==> src/common/gpio_params.svh <==
/*
  constants of the eight-pin gpio port: register offsets, field
  positions and reset values.
  assumes a 32-bit classic wishbone slave with byte addresses.
*/
// Function
// - ordinary pins reset as software inputs
// - debug pins reset with alternate function set
// - every reset restores all pin defaults
// - input pin level captured in data bit
// - output pin driven from data bit
// - data spans 256 words, address masks bits
// - write changes only address-selected data bits
// - read returns zero for unselected bits
// - one combined port interrupt output
// - sense picks edge or level, both-edges
// - polarity picks low/falling or high/rising
// - mask bit one passes interrupt
// - raw shows all, masked shows passed
// - unmasked pin four also triggers converter
// - writing one clears latched interrupt
// - alternate select hands pin to peripheral
// - pad settings held and sent to pads
// - read-only identification registers fixed
// - read gives written outputs, live inputs
// - unconnected bits ignore writes, read zero
`ifndef GPIO_PARAMS_SVH
`define GPIO_PARAMS_SVH

`define PORT_W 8
`define ADR_W 12

`define OFS_DIR 12'h400
`define OFS_SENSE 12'h404
`define OFS_BOTH 12'h408
`define OFS_POL 12'h40c
`define OFS_MASK 12'h410
`define OFS_RAW 12'h414
`define OFS_MASKED 12'h418
`define OFS_CLEAR 12'h41c
`define OFS_AFSEL 12'h420
`define OFS_DRV_LOW 12'h500
`define OFS_DRV_MID 12'h504
`define OFS_DRV_HIGH 12'h508
`define OFS_OPEN_DRAIN 12'h50c
`define OFS_PULL_UP 12'h510
`define OFS_PULL_DOWN 12'h514
`define OFS_SLEW 12'h518
`define OFS_DIG_EN 12'h51c
`define OFS_ID_FIRST 12'hfd0

`define DATA_MASK_LSB 2
`define DATA_MASK_MSB 9

`define RST_ZERO 8'h00
`define RST_DRV_LOW 8'hff
`define RST_PULL_UP 8'hff
`define RST_DIG_EN 8'hff
`define RST_AFSEL 8'h80

`endif

==> src/common/gpio_pkg.sv <==
/*
  types of the gpio port: pad settings and the module state.
  assumes gpio_params.svh for the port width.
*/
`include "gpio_params.svh"

package gpio_pkg;

  typedef struct packed {
    logic [`PORT_W-1:0] drive_low_select;
    logic [`PORT_W-1:0] drive_mid_select;
    logic [`PORT_W-1:0] drive_high_select;
    logic [`PORT_W-1:0] open_drain_select;
    logic [`PORT_W-1:0] pull_up_select;
    logic [`PORT_W-1:0] pull_down_select;
    logic [`PORT_W-1:0] slew_rate_select;
    logic [`PORT_W-1:0] digital_input_enable;
  } pad_cfg_type;

  typedef struct packed {
    logic [`PORT_W-1:0] in_meta;
    logic [`PORT_W-1:0] in_sync;
    logic [`PORT_W-1:0] in_prev;
    logic [`PORT_W-1:0] port_data_reg;
    logic [`PORT_W-1:0] pin_direction_reg;
    logic [`PORT_W-1:0] alt_function_select;
    logic [`PORT_W-1:0] irq_sense_select;
    logic [`PORT_W-1:0] irq_both_edges_select;
    logic [`PORT_W-1:0] irq_event_polarity;
    logic [`PORT_W-1:0] irq_mask;
    logic [`PORT_W-1:0] raw_irq_status;
    pad_cfg_type pad;
    logic ack;
    logic [31:0] rdata;
    logic trig;
  } state_type;

endpackage

==> src/hdl/gpio_port.sv <==
/*
  eight-pin gpio port: data and direction, masked data access,
  edge/level interrupts, converter trigger, pad and id registers.
  assumes a classic wishbone master on core_clk and asynchronous
  pin inputs; the port clock gate lives outside this block.
*/
// The Wishbone interface to the registers and the address map were left to the implementer.
`timescale 1ns/1ps
`default_nettype none
`include "gpio_params.svh"

module gpio_port
  import gpio_pkg::*;
#(
  parameter logic [`PORT_W-1:0] AFSEL_RESET = `RST_AFSEL,
  parameter logic [`PORT_W-1:0] PIN_CONNECTED = 8'hff,
  parameter bit TRIG_ENABLE = 1'b1,
  parameter int TRIG_PIN = 4,
  // identification bytes, values arbitrary
  parameter logic [95:0] ID_BYTES = 96'h0102_0304_0506_0708_090a_0b0c
)
(
  // clock and reset
  input wire logic core_clk,
  input wire logic rst_n,
  // wishbone slave
  input wire logic cyc_i,
  input wire logic stb_i,
  input wire logic we_i,
  input wire logic [`ADR_W-1:0] adr_i,
  input wire logic [31:0] dat_i,
  input wire logic [3:0] sel_i,
  output logic [31:0] dat_o,
  output logic ack_o,
  // pins
  input wire logic [`PORT_W-1:0] pin_in,
  output logic [`PORT_W-1:0] pin_out,
  output logic [`PORT_W-1:0] pin_oe,
  // peripheral alternate functions
  input wire logic [`PORT_W-1:0] alt_out,
  input wire logic [`PORT_W-1:0] alt_oe,
  output logic [`PORT_W-1:0] alt_in,
  // pad cells
  output pad_cfg_type pad_cfg,
  // interrupt and converter trigger
  output logic port_irq,
  output logic converter_trigger
);

  state_type st;
  state_type next_st;

  localparam logic [`PORT_W-1:0] CONN = PIN_CONNECTED;

  logic bus_req;
  logic wr_now;
  logic [`PORT_W-1:0] addr_mask;
  logic [`PORT_W-1:0] wbyte;
  logic [`PORT_W-1:0] clr;
  logic [`PORT_W-1:0] rise;
  logic [`PORT_W-1:0] fall;
  logic [`PORT_W-1:0] edge_evt;
  logic [`PORT_W-1:0] level_act;
  logic [`PORT_W-1:0] masked;

  // data window: 256 words below the direction register
  function automatic logic is_data(input logic [`ADR_W-1:0] a);
    return a < `OFS_DIR;
  endfunction

  function automatic logic is_reg(input logic [`ADR_W-1:0] a,
                                  input logic [`ADR_W-1:0] ofs);
    return a[`ADR_W-1:2] == ofs[`ADR_W-1:2];
  endfunction

  function automatic logic [31:0] read_word(
    input logic [`ADR_W-1:0] a,
    input state_type s,
    input logic [`PORT_W-1:0] msk);
    logic [`PORT_W-1:0] v;
    logic [3:0] idx;
    v = '0;
    // id words start one 16-byte block in, so rebase to zero
    idx = a[5:2] - 4'h4;
    if (is_data(a))
      v = s.port_data_reg & a[`DATA_MASK_MSB:`DATA_MASK_LSB];
    else if (is_reg(a, `OFS_DIR))
      v = s.pin_direction_reg;
    else if (is_reg(a, `OFS_SENSE))
      v = s.irq_sense_select;
    else if (is_reg(a, `OFS_BOTH))
      v = s.irq_both_edges_select;
    else if (is_reg(a, `OFS_POL))
      v = s.irq_event_polarity;
    else if (is_reg(a, `OFS_MASK))
      v = s.irq_mask;
    else if (is_reg(a, `OFS_RAW))
      v = s.raw_irq_status;
    else if (is_reg(a, `OFS_MASKED))
      v = msk;
    else if (is_reg(a, `OFS_AFSEL))
      v = s.alt_function_select;
    else if (is_reg(a, `OFS_DRV_LOW))
      v = s.pad.drive_low_select;
    else if (is_reg(a, `OFS_DRV_MID))
      v = s.pad.drive_mid_select;
    else if (is_reg(a, `OFS_DRV_HIGH))
      v = s.pad.drive_high_select;
    else if (is_reg(a, `OFS_OPEN_DRAIN))
      v = s.pad.open_drain_select;
    else if (is_reg(a, `OFS_PULL_UP))
      v = s.pad.pull_up_select;
    else if (is_reg(a, `OFS_PULL_DOWN))
      v = s.pad.pull_down_select;
    else if (is_reg(a, `OFS_SLEW))
      v = s.pad.slew_rate_select;
    else if (is_reg(a, `OFS_DIG_EN))
      v = s.pad.digital_input_enable;
    else if (a >= `OFS_ID_FIRST && idx < 4'hc)
      v = ID_BYTES[8*(4'hb-idx) +: 8];
    // unconnected bits read as zero
    return {24'h0, v & CONN};
  endfunction

  always_comb
  begin
    bus_req = cyc_i && stb_i;
    // write lands on the edge where the master sees ack
    wr_now = bus_req && we_i && st.ack && sel_i[0];
    addr_mask = adr_i[`DATA_MASK_MSB:`DATA_MASK_LSB];
    wbyte = dat_i[`PORT_W-1:0] & CONN;
    clr = (wr_now && is_reg(adr_i, `OFS_CLEAR)) ? wbyte : '0;
    rise = st.in_sync & ~st.in_prev;
    fall = ~st.in_sync & st.in_prev;
    edge_evt = (st.irq_both_edges_select & (rise | fall)) |
               (~st.irq_both_edges_select &
                ((st.irq_event_polarity & rise) |
                 (~st.irq_event_polarity & fall)));
    level_act = (st.irq_event_polarity & st.in_sync) |
                (~st.irq_event_polarity & ~st.in_sync);
    masked = st.raw_irq_status & st.irq_mask;

    next_st = st;
    // first stage read only by the second
    next_st.in_meta = pin_in;
    next_st.in_sync = st.in_meta;
    next_st.in_prev = st.in_sync;
    // input bits keep following the pin
    next_st.port_data_reg =
      (st.port_data_reg & st.pin_direction_reg) |
      (st.in_sync & ~st.pin_direction_reg & CONN);
    // edge: sticky, set wins over clear; level: follows the pin
    next_st.raw_irq_status =
      (st.irq_sense_select & level_act & CONN) |
      (~st.irq_sense_select & CONN &
       ((st.raw_irq_status & ~clr) | edge_evt));
    next_st.trig = TRIG_ENABLE &&
      st.irq_mask[TRIG_PIN] &&
      next_st.raw_irq_status[TRIG_PIN] &&
      !st.raw_irq_status[TRIG_PIN];
    next_st.ack = bus_req && !st.ack;
    next_st.rdata = read_word(adr_i, st, masked);

    if (wr_now)
    begin
      if (is_data(adr_i))
        next_st.port_data_reg =
          (next_st.port_data_reg &
           ~(addr_mask & st.pin_direction_reg & CONN)) |
          (wbyte & addr_mask & st.pin_direction_reg);
      else if (is_reg(adr_i, `OFS_DIR))
        next_st.pin_direction_reg = wbyte;
      else if (is_reg(adr_i, `OFS_SENSE))
        next_st.irq_sense_select = wbyte;
      else if (is_reg(adr_i, `OFS_BOTH))
        next_st.irq_both_edges_select = wbyte;
      else if (is_reg(adr_i, `OFS_POL))
        next_st.irq_event_polarity = wbyte;
      else if (is_reg(adr_i, `OFS_MASK))
        next_st.irq_mask = wbyte;
      else if (is_reg(adr_i, `OFS_AFSEL))
        next_st.alt_function_select = wbyte;
      else if (is_reg(adr_i, `OFS_DRV_LOW))
        next_st.pad.drive_low_select = wbyte;
      else if (is_reg(adr_i, `OFS_DRV_MID))
        next_st.pad.drive_mid_select = wbyte;
      else if (is_reg(adr_i, `OFS_DRV_HIGH))
        next_st.pad.drive_high_select = wbyte;
      else if (is_reg(adr_i, `OFS_OPEN_DRAIN))
        next_st.pad.open_drain_select = wbyte;
      else if (is_reg(adr_i, `OFS_PULL_UP))
        next_st.pad.pull_up_select = wbyte;
      else if (is_reg(adr_i, `OFS_PULL_DOWN))
        next_st.pad.pull_down_select = wbyte;
      else if (is_reg(adr_i, `OFS_SLEW))
        next_st.pad.slew_rate_select = wbyte;
      else if (is_reg(adr_i, `OFS_DIG_EN))
        next_st.pad.digital_input_enable = wbyte;
    end
  end

  always_ff @(posedge core_clk)
  begin
    if (!rst_n)
    begin
      st <= '0;
      st.alt_function_select <= AFSEL_RESET;
      st.pad.drive_low_select <= `RST_DRV_LOW;
      st.pad.pull_up_select <= `RST_PULL_UP;
      st.pad.digital_input_enable <= `RST_DIG_EN;
    end
    else
      st <= next_st;
  end

  // pin muxing; open drain only ever pulls low
  always_comb
  begin
    for (int i = 0; i < `PORT_W; i++)
    begin
      if (st.alt_function_select[i])
      begin
        pin_out[i] = st.pad.open_drain_select[i] ? 1'b0 : alt_out[i];
        pin_oe[i] = alt_oe[i] &&
          (!st.pad.open_drain_select[i] || !alt_out[i]);
      end
      else
      begin
        pin_out[i] = st.pad.open_drain_select[i] ? 1'b0 :
                     st.port_data_reg[i];
        pin_oe[i] = st.pin_direction_reg[i] && CONN[i] &&
          (!st.pad.open_drain_select[i] ||
           !st.port_data_reg[i]);
      end
    end
  end

  assign alt_in = st.in_sync;
  assign pad_cfg = st.pad;
  assign dat_o = st.rdata;
  assign ack_o = st.ack;
  assign port_irq = |masked;
  assign converter_trigger = st.trig;
endmodule // gpio_port

`default_nettype wire

==> config.mk <==
export PLATFORM = sky130hd
export DESIGN_NAME = gpio_port
export DESIGN_NICKNAME = d
export VERILOG_FILES = /design/src/common/gpio_pkg.sv /design/src/hdl/gpio_port.sv
export VERILOG_INCLUDE_DIRS = /design/src /design/src/common
export SDC_FILE = /design/constraint.sdc
export NUM_CORES = 1
export LEC_CHECK = 0
export ABC_AREA = 1
export BUFFER_PORTS_ARGS = -buffer_cell sky130_fd_sc_hd__buf_2
export CAP_MARGIN = 20
export CORE_MARGIN = 3
export CORE_UTILIZATION = 50
export CTS_BUF_LIST = sky130_fd_sc_hd__clkbuf_8
export DETAILED_ROUTE_END_ITERATION = 8
export GPL_ROUTABILITY_DRIVEN = 0
export HOLD_SLACK_MARGIN = 0.08
export PLACE_DENSITY = 0.75
export SYNTH_ARGS = -nofsm -noshare
export SYNTH_HDL_FRONTEND = slang
export SYNTH_SLANG_ARGS = --single-unit
==> constraint.sdc <==
create_clock -name core_clk -period 4.9 [get_ports core_clk]
set_input_delay 0.245 -clock core_clk [delete_from_list [all_inputs] [get_ports core_clk]]
set_output_delay 0.245 -clock core_clk [all_outputs]
set_load 0.02 [all_outputs]
==> impl_metrics.tcl, run 1 <==
set metrics [dict create \
    period_share_pct 60.3 \
    diodes 0 \
    grt.busiest_layer "met2" \
    r2r_slack_ns 1.97 \
    drive_gt1_share_pct 17.9 \
    slew_viol_final 0 \
    synth_most_common_cell "nand2_1" \
    use_met1_pct 36.9 \
    cts_sinks 162 \
    drt_first_pass_iters 5 \
    dieWidth_um 139 \
    synthCells 1254 \
    start_util_pct 51.3 \
    synth-edff-count 0 \
    grt_setup_unrepaired "false" \
    yosys_warnings 0 \
    htreeDepth 4 \
    chipHeight_um 139 \
    slew_headroom_pct 40.3 \
    tightest_slew_ns 0.893 \
    outcome "finished, final reports clean" \
    clock-root-buffer "clkbuf_8" \
    worstPathRequired_ns 5.30 \
    worstPathMaxFanout 18 \
    fp.coreArea_mm2 0.0174 \
    grt_pass1_vias 7442 \
    ir_drop_uv 167 \
    hold_viol_final 0 \
    worstPathArrival_ns 3.36 \
    yosys_register_bits 162 \
    clockBufferDepth 2 \
    final_util_pct 55.1 \
    ioPinCount 200 \
    gr-total-overflow 0 \
    fin_tns_setup_ns 0 \
    drt_iter0_markers 814 \
    r2r_end "pad_cfg[14]$_SDFFE_PN0P_" \
    drv_cap 0 \
    min-delay-path-class "input pin to register" \
    hold_end "st[160]$_SDFF_PN0_" \
    vias_per_cell 5.38 \
    gr-usage-met2_pct 40.4 \
    drt-total-wl_um 26300 \
    min_path_cells 3 \
    cts_tree "yes" \
    ys_seq_area_share_pct 36.5 \
    clock.fmax_ghz 0.339 \
    ff2ff_path_depth 9 \
    fin_crit_ns 2.95 \
    numCtsBuffers 17 \
    insertion_delay_ns 0.48 \
    synth_cell_types 44 \
    setup-violations-final 0 \
    met3_usage_pct 5.60 \
    ys.flop_type "dfxtp_1" \
    holdCritStartpoint "adr_i[8]" \
    grt_max_degree 98 \
    worstSetupStartpointType "input pin" \
    grt_pass1_wl_um 41200 \
    crit_type "input pin to register" \
    drc_errors 0 \
    wire_per_inst_um 17.0 \
    p_per_area_mw_per_mm2 267 \
    leakagePower_nw 4.38 \
    numPortBuffers 146 \
    synth_area_leaders "dfxtp_1 36%, nand2_1 9.5%, buf_4 8.9%, o21ai_0 8.3%, inv_1 7.8%" \
    synthTopCellsByCount "226 x nand2_1, 184 x inv_1, 162 x dfxtp_1" \
    num_vias 8323 \
    antenna_found_initial 0 \
    r2r-start "ack_o$_SDFF_PN0_" \
    async_reset_ff_share_pct 0 \
    clk_pin_slew_worst_paths_ns 0.09 \
    drtAntennaViolNets 0 \
    area_growth_pct 7.55 \
    dieArea_mm2 0.0194 \
    fin_nets 1403 \
    yosysTopAreaCell "dfxtp_1" \
    synth_top_area_share_pct 36.5 \
    rows 48 \
    skew_ns 0.0141 \
    synth.avg_cell_area_um2 7.09 \
    dpl.hpwl_um 19300 \
    endpoint_kind "register" \
    netlist_area_mm2 0.00890 \
    track_usage_pct 26.7 \
]
[metal layers]
metal	wire (um)	share of wire (%)
met2	11300	43
met1	11200	43
met5	0	0
met3	2820	11
met4	997	3.8
[cells in the final DEF (no fill, tap or decap), drive strengths merged]
cell type    instances
dlygate4sd3         10
o22ai               11
mux2                 7
a21oi              107
nand3               38
nor3                 5
clkbuf              18
o2111ai              1
clkinv               7
clkinvlp             2
xnor2                7
nor2                76
or4                  1
a211oi              13
a31oi               21
conb                24
a221oi               5
nand3b               2
o21ai              161
o31ai                1
or2                  4
o211ai              29
dfxtp              162
and3                 1
buf                147
bufinv               3
inv                203
nor4                 1
o221ai               3
nand4                4
nand2              233
ha                  16
[final cells by class]
cell class                 instances  area [um2]
clock buffer                      18         248
inverter                         201         759
tap                              225         282
sequential                       162        3240
clock inverter                    14         163
fill                            1701        7790
multi-input combinational        771        4030
timing repair buffer             157         841
[through the flow]
step                      area [um2]  setup slack [ns]  power (mW)  hold WS, ns  cells
after floorplan                 8980              2.96        1.49        0.343   1277
after global placement          9060              2.23        1.54        0.392   1506
after detailed placement        9060              2.09        1.55        0.396   1506
after CTS                       9570              2.05        2.56        0.121   1548
after global routing            9570              1.68        2.65        0.145   1548
final                           9570              1.95        2.56        0.144   1548
[power by group]
group	internal [mW]	switching [mW]	total, mW
logic	0.0504	0.134	0.184
clock network	0.516	0.517	1.03
registers	1.33	0.0124	1.34
total	1.89	0.663	2.56
[logic make-up after synthesis]
kind of cell             after synthesis  share of synthesized area [%]
other                                  1                         0.0422
flip-flops                           162                           36.5
buffers and inverters                344                           19.2
multiplexers                           7                          0.886
AO/OA/AOI/OAI                        352                           21.8
AND/OR/NAND/NOR                      365                           18.6
adder cells (fa/ha/maj)               16                           2.25
XOR/XNOR                               7                          0.689
[sequential cells by signal, indices dropped and copies added, names as in the netlist]
name               flops
next_st                8
pad_cfg               64
converter_trigger      1
st                    72
dat_o                  8
alt_in                 8
ack_o                  1
[worst max-delay path, cell delays in order]
cell and delay (ns):
dlygate4sd3_1 0.52, buf_2 0.09, nand2_1 0.05, nor2_1 0.09, and3_1 0.68, inv_1 0.28, nor2_2 0.24, inv_2 0.10
nor2_1 0.69, o21ai_0 0.19, a21oi_1 0.17
[what timing repair did]
item / CTS / global route
hold endpoints to repair: 9 / 0
gates resized for setup: 0 / 0
setup buffers: 0 / 0
hold buffers: 10 / 0
[how the worst max path moves through the flow]
stage	endpoint	slack, ns	startpoint	depth (start not counted)
finish	pad_cfg[14]$_SDFFE_PN0P_	1.95	stb_i	11
global route	pad_cfg[9]$_SDFFE_PN0P_	1.68	ack_o$_SDFF_PN0_	9
CTS	pad_cfg[14]$_SDFFE_PN0P_	2.05	stb_i	11
detailed placement	pad_cfg[14]$_SDFFE_PN0P_	2.09	cyc_i	10
global placement	pad_cfg[14]$_SDFFE_PN0P_	2.23	cyc_i	10
floorplan	pad_cfg[30]$_SDFFE_PN1P_	2.96	ack_o$_SDFF_PN0_	12
Power figures use the tool's default switching activity.
==> run 2: changes to the inputs <==
==> constraint.sdc (replaced) <==
create_clock -name core_clk -period 2.84 [get_ports core_clk]
set_input_delay 0.142 -clock core_clk [delete_from_list [all_inputs] [get_ports core_clk]]
set_output_delay 0.142 -clock core_clk [all_outputs]
set_load 0.02 [all_outputs]
==> run 2 against run 1 <==
Against the previous run: via count up 0.78%; wire length down 0.12%; flip-flop and latch count unchanged.
==> impl_metrics.tcl, run 2 (synthesized netlist as in run 1, its figures left out) <==
set metrics [dict create \
    whs_ns 0.118 \
    layout_commonest_cell "nand2_1" \
    largest-register "st" \
    crit_type "input pin to register" \
    p_int_mw 3.08 \
    p_total_mw 4.18 \
    slew_viol_final 0 \
    tightest_slew_ns 0.824 \
    setup-violations-final 0 \
    fin_area_mm2 0.00963 \
    chipHeight_um 139 \
    diodes 0 \
    place_area_mm2 0.00908 \
    numPortBuffers 146 \
    endpoint_kind "register" \
    area_growth_pct 8.24 \
    clock-root-buffer "clkbuf_8" \
    clk_pin_slew_worst_paths_ns 0.09 \
    dieWidth_um 139 \
    crit_path_start "adr_i[8]" \
    gr-total-overflow 0 \
    num_vias 8388 \
    slew_headroom_pct 44.9 \
    holdCritStartpoint "dat_i[0]" \
    worstPathArrival_ns 2.75 \
    fin_crit_ns 2.38 \
    skew_ns 0.0168 \
    p_comb_share_pct 7.9 \
    final_util_pct 55.5 \
    antenna_found_initial 0 \
    cts_sinks 162 \
    clock.fmax_ghz 0.421 \
    post_cts_buffers 0 \
    power_frac_seq_pct 55.4 \
    worstPathMaxFanout 9 \
    drt_first_pass_iters 5 \
    fin_tns_setup_ns 0 \
    use_met1_pct 37.0 \
    cts_tree "yes" \
    grt.busiest_layer "met2" \
    rows 48 \
    clock_power_share_pct 36.8 \
    grt_max_degree 65 \
    ioPinCount 200 \
    swShare_pct 26.3 \
    insertion_delay_ns 0.47 \
    r2r-start "ack_o$_SDFF_PN0_" \
    grt_setup_unrepaired "false" \
    p_sw_mw 1.10 \
    largest_register_ffs 72 \
    ir_drop_uv 301 \
    vias_per_cell 5.37 \
    dieArea_mm2 0.0194 \
    fp.coreArea_mm2 0.0174 \
    grt_pass1_vias 7561 \
    leakagePower_nw 4.41 \
    p_per_area_mw_per_mm2 434 \
    htreeDepth 4 \
    period_share_pct 83.7 \
    track_usage_pct 26.7 \
    drt-total-wl_um 26200 \
    drc_errors 0 \
    met3_usage_pct 6.22 \
    hold_viol_final 0 \
    gr-usage-met2_pct 40.1 \
    clockBufferDepth 2 \
    drive_gt1_share_pct 17.7 \
    start_util_pct 51.3 \
    drv_cap 0 \
    grt_pass1_wl_um 41200 \
    outcome "finished, final reports clean" \
    worstPathRequired_ns 3.22 \
    numCtsBuffers 17 \
    final_cell_mix "226 x nand2_1, 188 x inv_1, 162 x dfxtp_1" \
    wire_per_inst_um 16.8 \
    min-delay-path-class "input pin to register" \
    drt_iter0_markers 907 \
    fin_nets 1416 \
    dpl.hpwl_um 19500 \
    worstSetupStartpointType "input pin" \
    drtAntennaViolNets 0 \
]
[run 2: power by group through the flow]
stage | clock network (mW) | logic (mW) | registers, mW
floorplan | 0 | 0.213 | 2.36
global placement | 0 | 0.295 | 2.37
detailed placement | 0 | 0.301 | 2.37
CTS | 1.56 | 0.321 | 2.31
global route | 1.68 | 0.356 | 2.32
finish | 1.54 | 0.329 | 2.31
[run 2: final cells by class]
cell class,count,area [um2]
clock buffers,18,248
clock inverters,14,101
fillers,1692,7730
well taps,225,282
flip-flops and latches,162,3240
inverters,201,759
multi-input cells,771,4030
repair buffers,170,963
[run 2: what timing repair did]
action,4_1_cts,5_1_grt
gates resized for setup,0,0
hold buffers,20,0
hold endpoints to repair,20,0
[run 2: per-stage QoR]
stage / worst slack, ns / instances
floorplan: 0.898 / 1277
global placement: 0.651 / 1509
detailed placement: 0.625 / 1509
CTS: 0.580 / 1561
global route: 0.327 / 1561
finish: 0.462 / 1561
[run 2: worst paths after layout]
path,endpoint,slack [ns],cells past startpoint
worst max-delay path,dat_o[2]$_SDFF_PN0_,0.46,19
worst min-delay path,st[154]$_SDFF_PN0_,0.12,3
worst max register to register,pad_cfg[13]$_SDFFE_PN0P_,0.61,9
worst min register to register,alt_in[0]$_SDFF_PN0_,0.42,2
[run 2: layer usage]
layer	wire, um	share of wire, %
met5	0	0
met4	1070	4.1
met3	2780	11
met2	11300	43
met1	11100	42
[run 2: worst max-delay path: stages]
cell and delay (ns):
dlygate4sd3_1 0.54, buf_2 0.18, inv_1 0.10, nor2_1 0.11, nand2_1 0.15, nor2_8 0.18, nand2_1 0.13, o21ai_0 0.14
o21ai_0 0.16, o21ai_1 0.22, nand3_1 0.17, nand2_1 0.13, nand2_1 0.06, nand2_1 0.06, nand2_1 0.07, nand2_1 0.06
nand3_1 0.06, nand2_1 0.05, inv_1 0.04
